--- config.mk ---
export PLATFORM = sky130hd
export DESIGN_NAME = timer16_event_window_pwm_capture
export DESIGN_NICKNAME = d
export VERILOG_FILES = /design/src/timer16_pkg.sv /design/src/clk_prescaler.sv /design/src/timer16_event_window_pwm_capture.sv
export SDC_FILE = /design/constraint.sdc
export NUM_CORES = 1
export LEC_CHECK = 0
export BUFFER_PORTS_ARGS = -buffer_cell sky130_fd_sc_hd__buf_2
export CORE_UTILIZATION = 53
export CTS_CLUSTER_SIZE = 25
export DETAILED_ROUTE_END_ITERATION = 6
export GPL_TIMING_DRIVEN = 1
export HOLD_SLACK_MARGIN = 0.12
export PLACE_DENSITY = 0.77
export REMOVE_ABC_BUFFERS = 1
export SETUP_SLACK_MARGIN = 0.3
export SLEW_MARGIN = 0
export SYNTH_ARGS = -nofsm -noshare
export SYNTH_HDL_FRONTEND = slang
export SYNTH_SLANG_ARGS = --single-unit
--- constraint.sdc ---
create_clock -name clk -period 2.75 [get_ports clk]
set_input_delay 0.4125 -clock clk [delete_from_list [all_inputs] [get_ports clk]]
set_output_delay 0.4125 -clock clk [all_outputs]
set_load 0.02 [all_outputs]
--- src/timer16_pkg.sv ---
`default_nettype none
package timer16_pkg;

   // ****************************************
   // register map, byte addresses
   // ****************************************
   localparam logic [4:0] OFF_CTRL    = 5'h00; // control, write-only
   localparam logic [4:0] OFF_PERIOD  = 5'h04; // compare period
   localparam logic [4:0] OFF_CAPTURE = 5'h08; // capture / duty
   localparam logic [4:0] OFF_EDGE    = 5'h0C; // edge polarity select
   localparam logic [4:0] OFF_COUNT   = 5'h10; // live counter, read-only
   localparam logic [4:0] OFF_OUTFLOP = 5'h14; // output flop and run flag

   // ****************************************
   // field positions
   // ****************************************
   localparam int CTRL_SOFT_CAPTURE_BIT_BIT = 6;  // soft capture / edge count select
   localparam int CTRL_MSB      = 6;  // highest used control bit
   localparam int EDGE_POL_BIT  = 0;  // edge polarity select
   localparam int OUTFLOP_BIT   = 0;  // output flop value
   localparam int RUNFLAG_BIT   = 1;  // counter running or armed

   // ****************************************
   // reset values
   // ****************************************
   localparam logic [15:0] PERIOD_RST  = 16'h0000;
   localparam logic [15:0] CAPTURE_RST = 16'h0000;
   localparam logic        OUTFLOP_RST = 1'h0;
   localparam logic        EDGE_RST    = 1'h0;

   // ****************************************
   // prescaler taps: clock divided by 2^n
   // ****************************************
   localparam int PRESC_W  = 11; // widest divider
   localparam int DIV_EXP0 = 11; // select 0
   localparam int DIV_EXP1 = 7;  // select 1
   localparam int DIV_EXP2 = 3;  // select 2, fine source
   localparam logic [1:0] SEL_FINE = 2'h2; // clock / 2^3

   // ****************************************
   // enumerations
   // ****************************************
   typedef enum logic [1:0] {
      MODE_EVENT, MODE_WINDOW, MODE_PWM, MODE_PPG
   } mode_t;
   typedef enum logic [1:0] {
      START_STOP, START_CMD, START_EXT, START_RSVD
   } start_t;
   typedef enum logic [1:0] {
      RUN_IDLE, RUN_WAIT, RUN_COUNT, RUN_SECOND
   } run_t;

   // control word, laid out as written on bits 6..0
   typedef struct packed {
      logic       edge_count_sel; // soft capture or edge count select
      start_t     start;          // timer1 start control
      mode_t      mode;           // operating mode
      logic [1:0] clk_sel;        // internal source select
   } ctrl_t;

endpackage : timer16_pkg
`default_nettype wire

--- src/clk_prescaler.sv ---
`timescale 1ns/1ns
`default_nettype none

// ****************************************
// free-running divider of the system clock
// ****************************************
module clk_prescaler
   import timer16_pkg::*;
#(
   parameter int WIDTH = PRESC_W
) (
   input  wire logic             clk,
   input  wire logic             rst_b,
   input  wire logic             ce,
   output logic      [WIDTH-1:0] presc
);

   typedef struct packed {
      logic [WIDTH-1:0] cnt; // bit k has period 2^(k+1)
   } presc_state_t;

   presc_state_t st_r;  // registered state
   presc_state_t st_nxt; // next state

   // advance by one each enabled cycle
   always_comb begin
      st_nxt = st_r;
      st_nxt.cnt = st_r.cnt + {{(WIDTH-1){1'b0}}, 1'b1};
   end

   // register, frozen while ce is low
   always_ff @(posedge clk or negedge rst_b) begin
      if (!rst_b) begin
         st_r <= '0;
      end else if (ce) begin
         st_r <= st_nxt;
      end
   end

   assign presc = st_r.cnt;

endmodule : clk_prescaler
`default_nettype wire

--- src/timer16_event_window_pwm_capture.sv ---
`timescale 1ns/1ns
`default_nettype none

module timer16_event_window_pwm_capture
   import timer16_pkg::*;
#(
   parameter int ADDR_W = 5
) (
   input  wire logic              clk,
   input  wire logic              rst_b,
   input  wire logic              ce,
   input  wire logic [ADDR_W-1:0] address,
   input  wire logic              read,
   input  wire logic              write,
   input  wire logic [31:0]       writedata,
   input  wire logic [3:0]        byteenable,
   output logic      [31:0]       readdata,
   output logic                   waitrequest,
   input  wire logic              timer1_input_pin,
   output logic                   pulse_output_pin,
   output logic                   timer1_match_irq
);

   // ****************************************
   // state
   // ****************************************
   typedef struct packed {
      ctrl_t       ctrl;     // control word
      logic        edge_pol; // edge polarity select
      logic [15:0] period;   // compare period register
      logic [15:0] capture;  // capture / duty register
      logic [15:0] cnt;      // up-counter
      run_t        run;      // counter phase
      logic        flop;     // output toggle flop
      logic        irq;      // match interrupt pulse
      logic        pin_q;    // previous pin sample
      logic        src_q;    // previous source level
      logic        gate_q;   // previous window product
      logic        waitreq;  // avalon waitrequest
      logic [31:0] rdata;    // avalon readdata
   } state_t;

   state_t st_r;   // registered state
   state_t st_nxt; // next state

   logic [PRESC_W-1:0] presc;     // divider taps
   logic               src_lvl;   // selected source level
   logic               src_tick;  // source rising edge
   logic               pin_act;   // pin at gating level
   logic               gate_rise; // rising edge of window product
   logic               trig_edge; // trigger-polarity edge
   logic               opp_edge;  // opposite edge
   logic               acc_wr;    // write taking effect this edge
   logic [15:0]        cap_val;   // value to capture

   // ****************************************
   // time base
   // ****************************************
   clk_prescaler #(
      .WIDTH (PRESC_W)
   ) u_presc (
      .clk   (clk),
      .rst_b (rst_b),
      .ce    (ce),
      .presc (presc)
   );

   // pick a divider tap as the internal source
   function automatic logic tap(input logic [1:0] sel,
                                input logic [PRESC_W-1:0] p);
      logic r;
      r = 1'b0;
      if (sel == 2'h0) begin
         r = p[DIV_EXP0-1];
      end else if (sel == 2'h1) begin
         r = p[DIV_EXP1-1];
      end else if (sel == SEL_FINE) begin
         r = p[DIV_EXP2-1];
      end
      return r;
   endfunction : tap

   // merge byte lanes into a 16-bit register
   function automatic logic [15:0] merge16(input logic [15:0] old,
                                           input logic [31:0] d,
                                           input logic [3:0] be);
      logic [15:0] r;
      r = old;
      if (be[0]) begin
         r[7:0] = d[7:0];
      end
      if (be[1]) begin
         r[15:8] = d[15:8];
      end
      return r;
   endfunction : merge16

   // ****************************************
   // edge and source detection
   // ****************************************
   always_comb begin
      src_lvl   = tap(st_r.ctrl.clk_sel, presc);
      src_tick  = src_lvl & ~st_r.src_q;
      pin_act   = st_r.edge_pol ? ~timer1_input_pin : timer1_input_pin;
      gate_rise = (src_lvl & pin_act) & ~st_r.gate_q;
      trig_edge = st_r.edge_pol ? (~timer1_input_pin & st_r.pin_q)
                                : (timer1_input_pin & ~st_r.pin_q);
      opp_edge  = st_r.edge_pol ? (timer1_input_pin & ~st_r.pin_q)
                                : (~timer1_input_pin & st_r.pin_q);
      acc_wr    = write & ~st_r.waitreq;
      cap_val   = (st_r.ctrl.clk_sel == SEL_FINE)
                  ? {st_r.cnt[15:1], 1'b0} : st_r.cnt;
   end

   // ****************************************
   // next state
   // ****************************************
   always_comb begin
      logic [15:0] inc;
      ctrl_t       c;
      inc = st_r.cnt + 16'h0001;
      c   = ctrl_t'(writedata[CTRL_MSB:0]);
      st_nxt        = st_r;
      st_nxt.irq    = 1'b0;
      st_nxt.pin_q  = timer1_input_pin;
      st_nxt.src_q  = src_lvl;
      st_nxt.gate_q = src_lvl & pin_act;
      st_nxt.waitreq = 1'b1;

      // counting per mode
      case (st_r.ctrl.mode)
         MODE_EVENT, MODE_WINDOW: begin
            if (st_r.run == RUN_COUNT &&
                ((st_r.ctrl.mode == MODE_EVENT) ? trig_edge : gate_rise)) begin
               if (inc == st_r.period) begin
                  st_nxt.cnt = 16'h0000;
                  st_nxt.irq = 1'b1;
               end else begin
                  st_nxt.cnt = inc;
               end
            end
         end
         MODE_PWM: begin
            case (st_r.run)
               RUN_WAIT: begin
                  if (trig_edge) begin
                     st_nxt.cnt = 16'h0000;
                     st_nxt.run = RUN_COUNT;
                  end
               end
               RUN_COUNT: begin
                  if (opp_edge) begin
                     st_nxt.capture = cap_val;
                     st_nxt.irq     = 1'b1;
                     if (st_r.ctrl.edge_count_sel) begin
                        st_nxt.run = RUN_SECOND;
                        st_nxt.cnt = src_tick ? inc : st_r.cnt;
                     end else begin
                        st_nxt.cnt = 16'h0000;
                        st_nxt.run = RUN_WAIT;
                     end
                  end else if (src_tick) begin
                     st_nxt.cnt = inc;
                  end
               end
               RUN_SECOND: begin
                  if (trig_edge) begin
                     st_nxt.capture = cap_val;
                     st_nxt.cnt     = 16'h0000;
                     st_nxt.run     = RUN_COUNT;
                  end else if (src_tick) begin
                     st_nxt.cnt = inc;
                  end
               end
               default: begin
                  st_nxt.run = st_r.run;
               end
            endcase
         end
         MODE_PPG: begin
            if (st_r.run == RUN_WAIT && trig_edge) begin
               st_nxt.run = RUN_COUNT;
            end else if (st_r.run == RUN_COUNT && src_tick) begin
               if (inc == st_r.period) begin
                  st_nxt.cnt  = 16'h0000;
                  st_nxt.flop = ~st_r.flop;
                  st_nxt.irq  = 1'b1;
               end else begin
                  st_nxt.cnt = inc;
                  if (inc == st_r.capture) begin
                     st_nxt.flop = ~st_r.flop;
                  end
               end
            end
         end
         default: begin
            st_nxt.run = st_r.run;
         end
      endcase

      // bus: first edge of a request loads data, drops waitrequest
      if ((read | write) & st_r.waitreq) begin
         st_nxt.waitreq = 1'b0;
         st_nxt.rdata   = 32'h0000_0000;
         if (read) begin
            if (address == ADDR_W'(OFF_CTRL)) begin
               st_nxt.rdata = 32'h0000_0000;
            end else if (address == ADDR_W'(OFF_PERIOD)) begin
               st_nxt.rdata = {16'h0000, st_r.period};
            end else if (address == ADDR_W'(OFF_CAPTURE)) begin
               st_nxt.rdata = {16'h0000, st_r.capture};
            end else if (address == ADDR_W'(OFF_EDGE)) begin
               st_nxt.rdata[EDGE_POL_BIT] = st_r.edge_pol;
            end else if (address == ADDR_W'(OFF_COUNT)) begin
               st_nxt.rdata = {16'h0000, st_r.cnt};
            end else if (address == ADDR_W'(OFF_OUTFLOP)) begin
               st_nxt.rdata[OUTFLOP_BIT] = st_r.flop;
               st_nxt.rdata[RUNFLAG_BIT] = (st_r.run != RUN_IDLE);
            end
         end
      end

      // bus: write takes effect at the edge that sees waitrequest low
      if (acc_wr) begin
         if (address == ADDR_W'(OFF_CTRL)) begin
            if (byteenable[0]) begin
               if (st_r.ctrl.mode inside {MODE_EVENT, MODE_WINDOW} &&
                   c.mode inside {MODE_EVENT, MODE_WINDOW} &&
                   writedata[CTRL_SOFT_CAPTURE_BIT_BIT]) begin
                  st_nxt.capture = st_r.cnt;
                  c.edge_count_sel = 1'b0;
               end
               st_nxt.ctrl = c;
               if (c.start == START_STOP) begin
                  st_nxt.run = RUN_IDLE;
                  st_nxt.cnt = 16'h0000;
               end else if (st_r.ctrl.start == START_STOP) begin
                  st_nxt.run = (c.mode == MODE_PWM ||
                                (c.mode == MODE_PPG && c.start == START_EXT))
                               ? RUN_WAIT : RUN_COUNT;
                  st_nxt.cnt = 16'h0000;
               end
            end
         end else if (address == ADDR_W'(OFF_PERIOD)) begin
            st_nxt.period = merge16(st_r.period, writedata, byteenable);
         end else if (address == ADDR_W'(OFF_CAPTURE)) begin
            if (st_r.ctrl.mode == MODE_PPG) begin
               st_nxt.capture = merge16(st_r.capture, writedata, byteenable);
            end
         end else if (address == ADDR_W'(OFF_EDGE)) begin
            if (byteenable[0]) begin
               st_nxt.edge_pol = writedata[EDGE_POL_BIT];
            end
         end else if (address == ADDR_W'(OFF_OUTFLOP)) begin
            if (byteenable[0]) begin
               st_nxt.flop = writedata[OUTFLOP_BIT];
            end
         end
      end
   end

   // ****************************************
   // registers
   // ****************************************
   always_ff @(posedge clk or negedge rst_b) begin
      if (!rst_b) begin
         st_r          <= '0;
         st_r.period   <= PERIOD_RST;
         st_r.capture  <= CAPTURE_RST;
         st_r.edge_pol <= EDGE_RST;
         st_r.flop     <= OUTFLOP_RST;
         st_r.run      <= RUN_IDLE;
         st_r.waitreq  <= 1'b1;
      end else if (ce) begin
         st_r <= st_nxt;
      end
   end

   // outputs straight from flops
   assign readdata         = st_r.rdata;
   assign waitrequest      = st_r.waitreq;
   assign pulse_output_pin = st_r.flop;
   assign timer1_match_irq = st_r.irq;
endmodule : timer16_event_window_pwm_capture
`default_nettype wire

## Word level (Yosys, flattened, before mapping)

Cells that the tools add are included.

| operators by class | value |
|---|---|
| $mul | 0 |
| div/mod/pow operators | 0 |
| bitwise logic cells | 17 |
| $lt $le $gt $ge | 0 |
| multiplexer cells | 68 |
| add/subtract/negate cells | 2 |
| equal/unequal tests | 21 |
| shift-type cells | 0 |
| reduce and logical (&&, ||, !) cells | 24 |

Operator list:

| kind | count |
|---|---|
| 16-bit two-way mux | 15 |
| 32-bit two-way mux | 4 |
| 16-bit case mux with 3 select lines | 2 |
| 18-bit two-way mux | 5 |
| 35-bit two-way mux | 1 |
| 34-bit two-way mux | 1 |
| 33-bit two-way mux | 1 |
| 16-bit equality test | 2 |
| 16-bit case mux with 2 select lines | 1 |
| 31-bit two-way mux | 1 |
| 1-bit two-way mux | 23 |
| 16-bit by 1-bit adder with 16-bit output (second input constant) | 1 |
| 2-bit equality test (second input constant) | 8 |
| 2-bit two-way mux | 8 |
| 8-bit two-way mux | 2 |
| 14-bit two-way mux | 1 |
| 6-bit != test (second input constant) | 2 |
| 11-bit by 1-bit adder with 11-bit output (second input constant) | 1 |
| 5-bit by 4-bit equality test with 1-bit output (second input constant) | 2 |
| 5-bit equality test (second input constant) | 2 |
| 2-bit zero test | 5 |
| 5-bit AND reduction | 2 |
| 1-bit NOT | 9 |
| 2-bit by 1-bit equality test with 1-bit output (second input constant) | 4 |
| other kinds (14) | 29 |

| word-level totals | value |
|---|---|
| input port bits | 47 |
| bits in read-only memories | 0 |
| output and inout bits | 35 |
| register bits after elaboration | 107 |
| memories | 0 |
| bits in latches | 0 |
| RAM bits | 0 |

## Logic depth before layout (Yosys ltp)

Gate-level depths: netlist of run 1.

| logic depth | value |
|---|---|
| depth after elaboration | 16 |
| mapped depth | 12 |

## Modules after synthesis

From an unflattened synthesis of run 1, not the netlist that was laid out.

| unflattened totals | value |
|---|---|
| cell total of the unflattened synthesis | 814 |
| area total of the unflattened synthesis | 6,906.6 um^2 |

Modules (own cells, without submodules):

| module | sequential area each (um^2) | area an instance (um^2) | cells an instance | instances |
|---|---|---|---|---|
| timer16_event_window_pwm_capture | 2,003.2 | 6,409.9 | 774 | 1 |
| clk_prescaler | 275.3 | 496.7 | 40 | 1 |

## Worst setup path after synthesis of run 1

No wires, ideal clock.

| path | value |
|---|---|
| path kind | reg-to-reg |
| start | reg st_r[40] in the netlist's numbering |
| end | reg st_r[53] in the netlist's numbering |
| slack | 0.122 ns |
| data required time | 2.613 ns |
| stages on the path, launching flop included | 12 |
| data arrival time | 2.491 ns |
| library setup time | 0.137 ns |
| cells stage by stage | dfrtp_1 ha_1 buf_2 nand4_1 nor3_1 nor2_1 a2111oi_4 nand4_2 o211a_4 buf_6 a22oi_2 o31ai_1 |

| on the way | value |
|---|---|
| longest elaborated chain between the ends | 11 |

Ends and longest elaborated chain:

| item | line | text |
|---|---|---|
| from (decl) | timer16_event_window_pwm_capture.sv:43 | `state_t st_r;` |
| from (signal assigned) | timer16_event_window_pwm_capture.sv:275 | `st_r <= st_nxt;` |
| 16-bit by 1-bit adder with 16-bit output (*) | timer16_event_window_pwm_capture.sv:121 | `inc = st_r.cnt + 16'h0001;` |
| 16-bit equality test or 16-bit two-way mux (tied branches) | n/a |  |
| 16-bit two-way mux or 18-bit two-way mux (tied branches) | timer16_event_window_pwm_capture.sv:135, timer16_event_window_pwm_capture.sv:184, timer16_event_window_pwm_capture.sv:155 |  |
| 16-bit two-way mux, on equally long branches | timer16_event_window_pwm_capture.sv:183, timer16_event_window_pwm_capture.sv:152 |  |
| 16-bit two-way mux or 16-bit case mux with 3 select lines (tied branches) | timer16_event_window_pwm_capture.sv:181, timer16_event_window_pwm_capture.sv:144 |  |
| 16-bit case mux with 3 select lines (*) | timer16_event_window_pwm_capture.sv:131 | `case (st_r.ctrl.mode)` |
| 18-bit two-way mux | timer16_event_window_pwm_capture.sv:237 | `end else if (st_r.ctrl.start == START_STOP) begin` |
| 18-bit two-way mux | timer16_event_window_pwm_capture.sv:234 | `if (c.start == START_STOP) begin` |
| 34-bit two-way mux | timer16_event_window_pwm_capture.sv:226 | `if (byteenable[0]) begin` |
| 18-bit two-way mux | timer16_event_window_pwm_capture.sv:225 | `if (address == ADDR_W'(OFF_CTRL)) begin` |
| 35-bit two-way mux (*) | timer16_event_window_pwm_capture.sv:224 | `if (acc_wr) begin` |

Every way passes the cells marked *; elsewhere a longest branch is shown, timed or not.
A chain may end at the register's enable or synchronous reset.

## Worst setup path in the final report of run 1

| path | value |
|---|---|
| start | reg st_r[40] in the netlist's numbering |
| end | reg st_r (netlist bit pulse_output_pin) |

| on the way | value |
|---|---|
| longest elaborated chain between the ends | 14 |

Ends and longest elaborated chain:

| item | line | text |
|---|---|---|
| 16-bit by 1-bit adder with 16-bit output (*) | timer16_event_window_pwm_capture.sv:121 |  |
| 16-bit equality test | timer16_event_window_pwm_capture.sv:190 | `if (inc == st_r.capture) begin` |
| 1-bit two-way mux | timer16_event_window_pwm_capture.sv:190 |  |
| 1-bit two-way mux (*) | timer16_event_window_pwm_capture.sv:184 | `if (inc == st_r.period) begin` |
| 2-bit two-way mux (*) | timer16_event_window_pwm_capture.sv:183 | `end else if (st_r.run == RUN_COUNT && src_tick) begin` |
| 2-bit two-way mux (*) | timer16_event_window_pwm_capture.sv:181 | `if (st_r.run == RUN_WAIT && trig_edge) begin` |
| 1-bit two-way mux (*) | timer16_event_window_pwm_capture.sv:131 |  |
| 1-bit two-way mux | timer16_event_window_pwm_capture.sv:255 | `if (byteenable[0]) begin` |
| 1-bit two-way mux | timer16_event_window_pwm_capture.sv:254 | `end else if (address == ADDR_W'(OFF_OUTFLOP)) begin` |
| 1-bit two-way mux | timer16_event_window_pwm_capture.sv:250 | `end else if (address == ADDR_W'(OFF_EDGE)) begin` |
| 1-bit two-way mux | timer16_event_window_pwm_capture.sv:246 | `end else if (address == ADDR_W'(OFF_CAPTURE)) begin` |
| 1-bit two-way mux | timer16_event_window_pwm_capture.sv:244 | `end else if (address == ADDR_W'(OFF_PERIOD)) begin` |
| 1-bit two-way mux | timer16_event_window_pwm_capture.sv:225 |  |
| 35-bit two-way mux (*) | timer16_event_window_pwm_capture.sv:224 |  |

Marks and branches as above.

==> metrics.md, run 1 <==
| Metric | Value |
|---|---|
| Placed wire-length estimate | `14,900 um` |
| Cell at the root of the clock tree | `clkbuf_16` |
| Portion of netlist area occupied by mux cells | `5.60%` |
| Classification of the worst-slack hold path | `in -> reg` |
| Average via count per standard cell | `about 6.5` |
| Area Growth Syn to Fin | `21.8%` |
| Cell with the largest stage delay on the worst path | `dfrtp_1` |
| Post-Synth Simple-Gate Area | `19.2%` |
| Mean cell area of the mapped netlist | `roughly 8.8 um^2` |
| Worst skew pair latency | `0.36 ns` |
| Max Fclk | `0.357 GHz` |
| Total buffers and inverters traversed by the critical path | `5` |
| Slew of the pin with the lowest slew margin | `1.17 ns` |
| Maximum number of pins on one net before global-route repair | `64` |
| Synth top area share | `35.6%` |
| Hold Path Origin | `writedata[9]` |
| Leakage power | `3.38 nW` |
| Kind of cell adding the most delay to the critical path | `compound AO/OA/AOI/OAI gates` |
| Clock tree from TritonCTS | `done` |
| Dominant combinational cell family by area after synthesis | `compound AO/OA/AOI/OAI gates` |
| Number of enable flip-flop cells after synthesis | `0` |
| Worst setup slack after layout | `-0.0482 ns` |
| Initial cell density of the core | `around 55%` |
| Max H-tree Level | `3` |
| Data arrival, critical path | `3.06 ns` |
| Cell area after technology mapping | `0.00632 mm^2` |
| Primary FF master, synth | `dfrtp_1` |
| Residual overflow from global routing | `0` |
| Yosys top cell by area | `dfrtp_1` |
| Number of global-route vias before repair | `6,133` |
| Die boundary height | `111 um` |
| Final worst path period share | `102%` |
| Summed negative setup slack over all endpoints | `-0.0994 ns` |
| Post-placement worst setup slack | `-0.247 ns` |
| Violations in the final reports | `design-rule violations, negative setup slack` |
| Row count | `39` |
| Setup violation total in the final timing report | `6` |
| Result of the run | `finished with violations` |
| Maximum net fanout on the critical path | `5` |
| Antenna Diode Count | `0` |
| Xor/xnor cell area share of the yosys netlist | `slightly above 6%` |
| Top-Level Pins | `between 80 and 90` |
| Combined flip-flop and latch cell area | `0.00228 mm^2` |
| Chip Width | `111 um` |
| Number of detailed-route iterations in the first pass | `7` |
| Complex-gate fraction of the synthesized area | `around a quarter` |
| Core Footprint | `0.0115 mm^2` |
| Final-layout worst hold slack | `0.312 ns` |
| Antenna violations before repair | `0` |
| Post-detailed-route count of antenna-violating nets | `0` |
| Hold Violations, Final | `0` |
| Number of nets in the final layout | `approximately 900` |
| Commonest non-fill, non-tap cells in the layout | `buf_4, dfrtp_1, nand2_1` |
| Power density normalized to cell area | `546 mW/mm^2` |
| Initial DRC Count | `slightly above 700` |
| Endpoint required time on the critical path | `between 3 and 4 ns` |
| Most used cell, CP | `buf_4` |
| Cells traversed along the worst timing path | `buf_6 -> buf_4 -> buf_4 -> buf_4 -> xnor2_1 -> nor2_1 -> o311ai_1 -> a2111oi_1 -> nand4_1 -> o32ai_2 -> buf_4 -> mux2_4 -> o221ai_2` |
| # fillers | `approximately 940` |
| Layout cell share with drive strength beyond 1 | `29.5%` |
| Worst slew margin | `21.5%` |
| Number of library cell types mapped by synthesis | `80` |
| Average routed wire per standard cell | `20.5 um` |
| Worst setup EP type | `flop` |
| First-pass GRT wire length | `between 30,000 and 40,000 um` |
| Number of vias in the routed layout | `~6,400` |
| Peak per-stage delay on the critical path | `around 0.4 ns` |
| Port Buf Inserts | `47` |
| Slew Limit Fails | `0` |
| Share of synthesized cell area in full adder, half adder and majority cells | `less than 1%` |
| Synth async-reset ratio | `100%` |
| Sequential share of the synthesized area | `a little over a third` |
| Final critical-path required period | `2.80 ns` |
| Area occupied by multi-input gates | `0.00373 mm^2` |
| Clock-pin slew on the worst setup and hold paths | `roughly 0.060 ns` |
| Total routing usage reported by global routing | `approximately a third` |
| Top area cells in the synthesized netlist | `dfrtp_1, o21ai_0, mux2_2, buf_4, a21oi_1` |
| Max clock buf depth | `2` |
| Remaining design rule violation count | `14` |
| Element type at the critical path start | `flop` |
| Final setup skew | `~0.01 ns` |
| Launch point of the critical path | `st_r[40]` |
| Unrepaired setup endpoints after global routing | `true` |
| Synthesized netlist cell count | `around 720` |
| CTS sink count | `91` |
| Worst Path Class, Setup | `reg -> reg` |
| Number of storage elements in the synthesis netlist | `91` |
| Number of maximum-capacitance violations | `0` |
| Most common cell after layout, fill and taps aside | `buf_4` |
| Detailed Route WL | `between 20,000 and 25,000 um` |
| Maximum ir drop on the vdd rail | `approximately 0.45 mV` |
| DIE AREA | `0.0124 mm^2` |
| Worst r2r src | `st_r[40]` |
| Routability congestion estimate from global placement | `around 0.94` |
| Yosys warning count | `0` |
| Total power consumption of the routed design | `4.20 mW` |
| TritonCTS buffer count | `9` |
## synth_stat cells, types with 10 or more instances
cell	instances
nor3_1	11
nand4_1	15
mux2_2	26
buf_4	37
xnor2_1	26
a21oi_1	50
nand3_1	25
o21ai_0	60
nor2_1	41
clkbuf_1	33
a22oi_1	14
nand2_1	64
nor2b_1	12
o211ai_1	13
nand2b_1	10
xor2_1	15
inv_1	17
a222oi_1	15
dfrtp_1	90
## worst paths after layout
kind | slack, ns | endpoint | cells after the start
worst max register to register | -0.05 | pulse_output_pin | 13
worst max-delay path | -0.05 | pulse_output_pin | 13
min in group asynchronous | 0.53 | st_r[80] | 2
worst min register to register | 0.46 | u_presc.presc[5] | 1
max in group asynchronous | 1.53 | st_r[42] | 3
worst min-delay path | 0.31 | st_r[81] | 2
## flip-flops by register name (all words and copies together) (netlist names)
signal and count:
waitrequest 1, readdata 16, timer1_match_irq 1, u_presc.presc 11, st_r 61, pulse_output_pin 1
## timing repair
item / 4_1_cts / 5_1_grt
setup endpoints to repair: 18 / 25
pin swaps: 12 / 11
resized for setup: 26 / 17
hold buffers: 1 / 0
buffers inserted: 7 / 5
endpoints found under the hold margin: 28 / 0
## layout make-up
type,instances,share of cell area [%]
Inverter,17,0.829
Clock inverter,6,0.569
Multi-Input combinational cell,547,48.4
Tap cell,143,2.32
Timing Repair Buffer,164,15.3
Clock buffer,10,2.97
Sequential cell,91,29.6
## layer usage
| metal | track usage [%] | wire length [um] | up-vias |
|---|---|---|---|
| met5 | 0 | 0 | - |
| met2 | 55.9 | 9800 | 325 |
| met3 | 5.69 | 1570 | 61 |
| li1 | - | - | 2862 |
| met1 | 42.2 | 7960 | 3103 |
| met4 | 13.2 | 718 | 0 |
## where the power goes
group	internal [mW]	switching, mW	total, mW
Combinational	0.650	0.778	1.43
Clock	0.614	0.541	1.16
Sequential	1.47	0.149	1.62
Total	2.74	1.47	4.20
## per-stage QoR
step / util (%) / cell area (um^2) / instances
after CTS: 65.9 / 7580 / 973
final: 66.9 / 7700 / 978
after floorplan: - / 5920 / 655
after detailed placement: 62.1 / 7150 / 949
after global routing: 66.9 / 7700 / 978
after global placement: 62.1 / 7150 / 949
## kinds of logic after synthesis
logic type | Yosys count
AO/OA/AOI/OAI | 228
AND/OR/NAND/NOR | 227
buffers and inverters | 99
flip-flops | 91
XOR/XNOR | 42
multiplexers | 32
adder cells (fa/ha/maj) | 2
other | 1
(Power assumes the default switching activity.)
==> inputs of run 2 (changes only) <==
--- a/config.mk
+++ b/config.mk
@@ -6,12 +6,12 @@
 export NUM_CORES = 1
 export LEC_CHECK = 0
 export BUFFER_PORTS_ARGS = -buffer_cell sky130_fd_sc_hd__buf_2
-export CORE_UTILIZATION = 53
+export CORE_UTILIZATION = 59
 export CTS_CLUSTER_SIZE = 25
 export DETAILED_ROUTE_END_ITERATION = 6
 export GPL_TIMING_DRIVEN = 1
 export HOLD_SLACK_MARGIN = 0.12
-export PLACE_DENSITY = 0.77
+export PLACE_DENSITY = 0.81
 export REMOVE_ABC_BUFFERS = 1
 export SETUP_SLACK_MARGIN = 0.3
 export SLEW_MARGIN = 0
==> constraint.sdc (replaced) <==
create_clock -name clk -period 2.7 [get_ports clk]
set_input_delay 0.405 -clock clk [delete_from_list [all_inputs] [get_ports clk]]
set_output_delay 0.405 -clock clk [all_outputs]
set_load 0.02 [all_outputs]
==> metrics.md, run 2 (synthesis gave the netlist of run 1 again) <==
| Metric | Value |
|---|---|
| Result of the run | `finished with violations` |
| Violations in the final reports | `design-rule violations, negative setup slack` |
| Final setup skew | `0.0124 ns (+0.00263 ns)` |
| Combinational fraction of design power | `34.5% (+0.5 points)` |
| Antenna Diode Count | `0 (unchanged)` |
| Number of detailed-route iterations in the first pass | `7 (unchanged)` |
| Power share of the sequential group | `40.4% (+1.8 points)` |
| Total routing usage reported by global routing | `38.0% (+4.8 points)` |
| Dpl cells | `952 (+0.32%)` |
| Chip Width | `106 um (-5.1%)` |
| Worst skew pair latency | `0.39 ns (+0.03 ns)` |
| Classification of the worst-slack hold path | `in -> reg` |
| Share of power burned in the clock network | `25.2% (-2.3 points)` |
| Endpoint required time on the critical path | `2.97 ns (-0.05 ns)` |
| End of the critical path | `st_r[55]` |
| Slew of the pin with the lowest slew margin | `1.17 ns (-0.00195 ns)` |
| Initial DRC Count | `681 (-5.9%)` |
| Biggest register | `st_r` |
| Non-filler cells in the finished layout | `979 (+0.10%)` |
| Final-layout worst hold slack | `0.276 ns (-0.0358 ns)` |
| Residual overflow from global routing | `0 (unchanged)` |
| Maximum net fanout on the critical path | `7 (+2)` |
| Max Fclk | `0.359 GHz (+0.53%)` |
| Worst setup slack after layout | `-0.0834 ns (-0.0353 ns)` |
| DIE AREA | `0.0111 mm^2 (-10%)` |
| Cell at the root of the clock tree | `clkbuf_8` |
| Element type at the critical path start | `flop` |
| Maximum number of pins on one net before global-route repair | `50 (-22%)` |
| Setup violation total in the final timing report | `15 (+9)` |
| P_sw | `1.48 mW (+0.86%)` |
| Max clock buf depth | `2 (unchanged)` |
| Top-Level Pins | `82 (unchanged)` |
| Average routed wire per standard cell | `20.7 um (+0.74%)` |
| Area Growth Syn to Fin | `23.3%` |
| Initial cell density of the core | `61.0% (+6.1 points)` |
| Total power consumption of the routed design | `4.13 mW (-1.7%)` |
| Final worst path period share | `103% (+1.3 points)` |
| Detailed Route WL | `20,200 um (+0.84%)` |
| Post-detailed-route count of antenna-violating nets | `0 (unchanged)` |
| # fillers | `761 (-19%)` |
| Unrepaired setup endpoints after global routing | `true` |
| Placed wire-length estimate | `14,800 um (-0.81%)` |
| Layout cell share with drive strength beyond 1 | `32.1% (+2.7 points)` |
| Reg-to-reg slack, setup | `-0.08 ns (-0.04 ns)` |
| Average via count per standard cell | `6.55 (+0.83%)` |
| Hold Path Depth | `2 (unchanged)` |
| Port Buf Inserts | `47 (unchanged)` |
| Antenna violations before repair | `0 (unchanged)` |
| Launch point of the critical path | `st_r[40]` |
| Number of maximum-capacitance violations | `0 (unchanged)` |
| Post-Layout Inst Area | `0.00779 mm^2 (+1.2%)` |
| Number of vias in the routed layout | `6,410 (+0.93%)` |
| Row count | `37 (-5.1%)` |
| Flip-flop count of the largest register, all copies and words added | `61 (unchanged)` |
| Max H-tree Level | `3 (unchanged)` |
| Summed negative setup slack over all endpoints | `-0.776 ns (-0.677 ns)` |
| Core Footprint | `0.0104 mm^2 (-10%)` |
| Internal Dissipation | `2.65 mW (-3.1%)` |
| Routability congestion estimate from global placement | `0.929 (-1.1%)` |
| Worst setup EP type | `flop` |
| Worst slew margin | `21.6% (+0.13 points)` |
| First-pass GRT wire length | `32,700 um (+2.3%)` |
| Number of nets in the final layout | `887 (+0.91%)` |
| Slew Limit Fails | `0 (unchanged)` |
| Critical register-to-register path endpoint | `st_r[55]` |
| Clock tree from TritonCTS | `done` |
| Most common cell after layout, fill and taps aside | `buf_4` |
| Final critical-path required period | `2.78 ns (-0.0147 ns)` |
| Commonest non-fill, non-tap cells in the layout | `buf_4, dfrtp_1, nand2_1` |
| Worst Path Class, Setup | `reg -> reg` |
| Remaining design rule violation count | `12 (-2)` |
| Maximum ir drop on the vdd rail | `0.487 mV (+8.5%)` |
| R2R depth | `11 (-2)` |
| Data arrival, critical path | `3.06 ns (about the same)` |
| Number of global-route vias before repair | `6,386 (+4.1%)` |
| Power density normalized to cell area | `531 mW/mm^2 (-2.8%)` |
| TritonCTS buffer count | `9 (unchanged)` |
| Clock-pin slew on the worst setup and hold paths | `0.09 ns (+0.03 ns)` |
| Placed cell areas | `0.00720 mm^2 (+0.75%)` |
| Die boundary height | `106 um (-5.1%)` |
| Fin util | `75.1% (+8.3 points)` |
| Worst r2r src | `st_r[40]` |
| CTS sink count | `91 (unchanged)` |
| Post-placement worst setup slack | `-0.256 ns (-0.00967 ns)` |
| Net switching share of the total power | `35.8% (+0.90 points)` |
| Hold Violations, Final | `0 (unchanged)` |
| Leakage power | `3.44 nW (+1.9%)` |
run 2: final cells by class:
cell class | instances | area, um^2 | area share, %
repair buffers | 172 | 1240 | 16.0
inverters | 17 | 63.8 | 0.819
clock inverters | 4 | 56.3 | 0.723
clock buffers | 12 | 165 | 2.12
multi-input cells | 547 | 3810 | 48.9
well taps | 136 | 170 | 2.18
flip-flops and latches | 91 | 2280 | 29.3
run 2: worst min-delay path by stage:
stage                       end  slack, ns        startpoint
2_1_floorplan  pulse_output_pin       0.11             rst_b
3_3_place_gp   u_presc.presc[5]       0.45  u_presc.presc[5]
3_5_place_dp   timer1_match_irq       0.46  timer1_match_irq
4_1_cts                st_r[81]       0.26      writedata[9]
5_1_grt                st_r[81]       0.27      writedata[9]
6_report               st_r[82]       0.28     writedata[10]
run 2: power groups by stage:
stage	clock [mW]	sequential, mW	combinational (mW)
floorplan	0	1.75	0.598
global placement	0	1.67	1.22
detailed placement	0	1.68	1.26
CTS	1.05	1.66	1.32
global route	1.10	1.68	1.52
finish	1.04	1.67	1.42
run 2: per-layer routing:
layer / vias to the layer above / GRT usage (%) / wire length [um]
met5: - / 0 / 0
met4: 0 / 18.4 / 937
met3: 85 / 8.47 / 1770
met2: 410 / 62.5 / 9760
met1: 3046 / 47.3 / 7750
li1: 2869 / - / -
run 2: worst max-delay path: stages, from the launching register on:
cell	delay [ns]
dfrtp_1	0.41
ha_2	0.22
buf_4	0.15
xnor3_1	0.20
nand3_1	0.14
a311o_1	0.39
a2111oi_4	0.26
nand4_4	0.22
o211a_4	0.34
buf_12	0.15
a21oi_2	0.11
o22ai_1	0.09
run 2: what timing repair did:
| action | 4_1_cts | 5_1_grt |
|---|---|---|
| cloned | 0 | 1 |
| hold buffers | 1 | 0 |
| hold endpoints to repair | 47 | 0 |
| endpoints found under the setup margin | 18 | 24 |
| setup buffers | 5 | 4 |
| gates resized for setup | 24 | 35 |
| pin swaps | 16 | 14 |
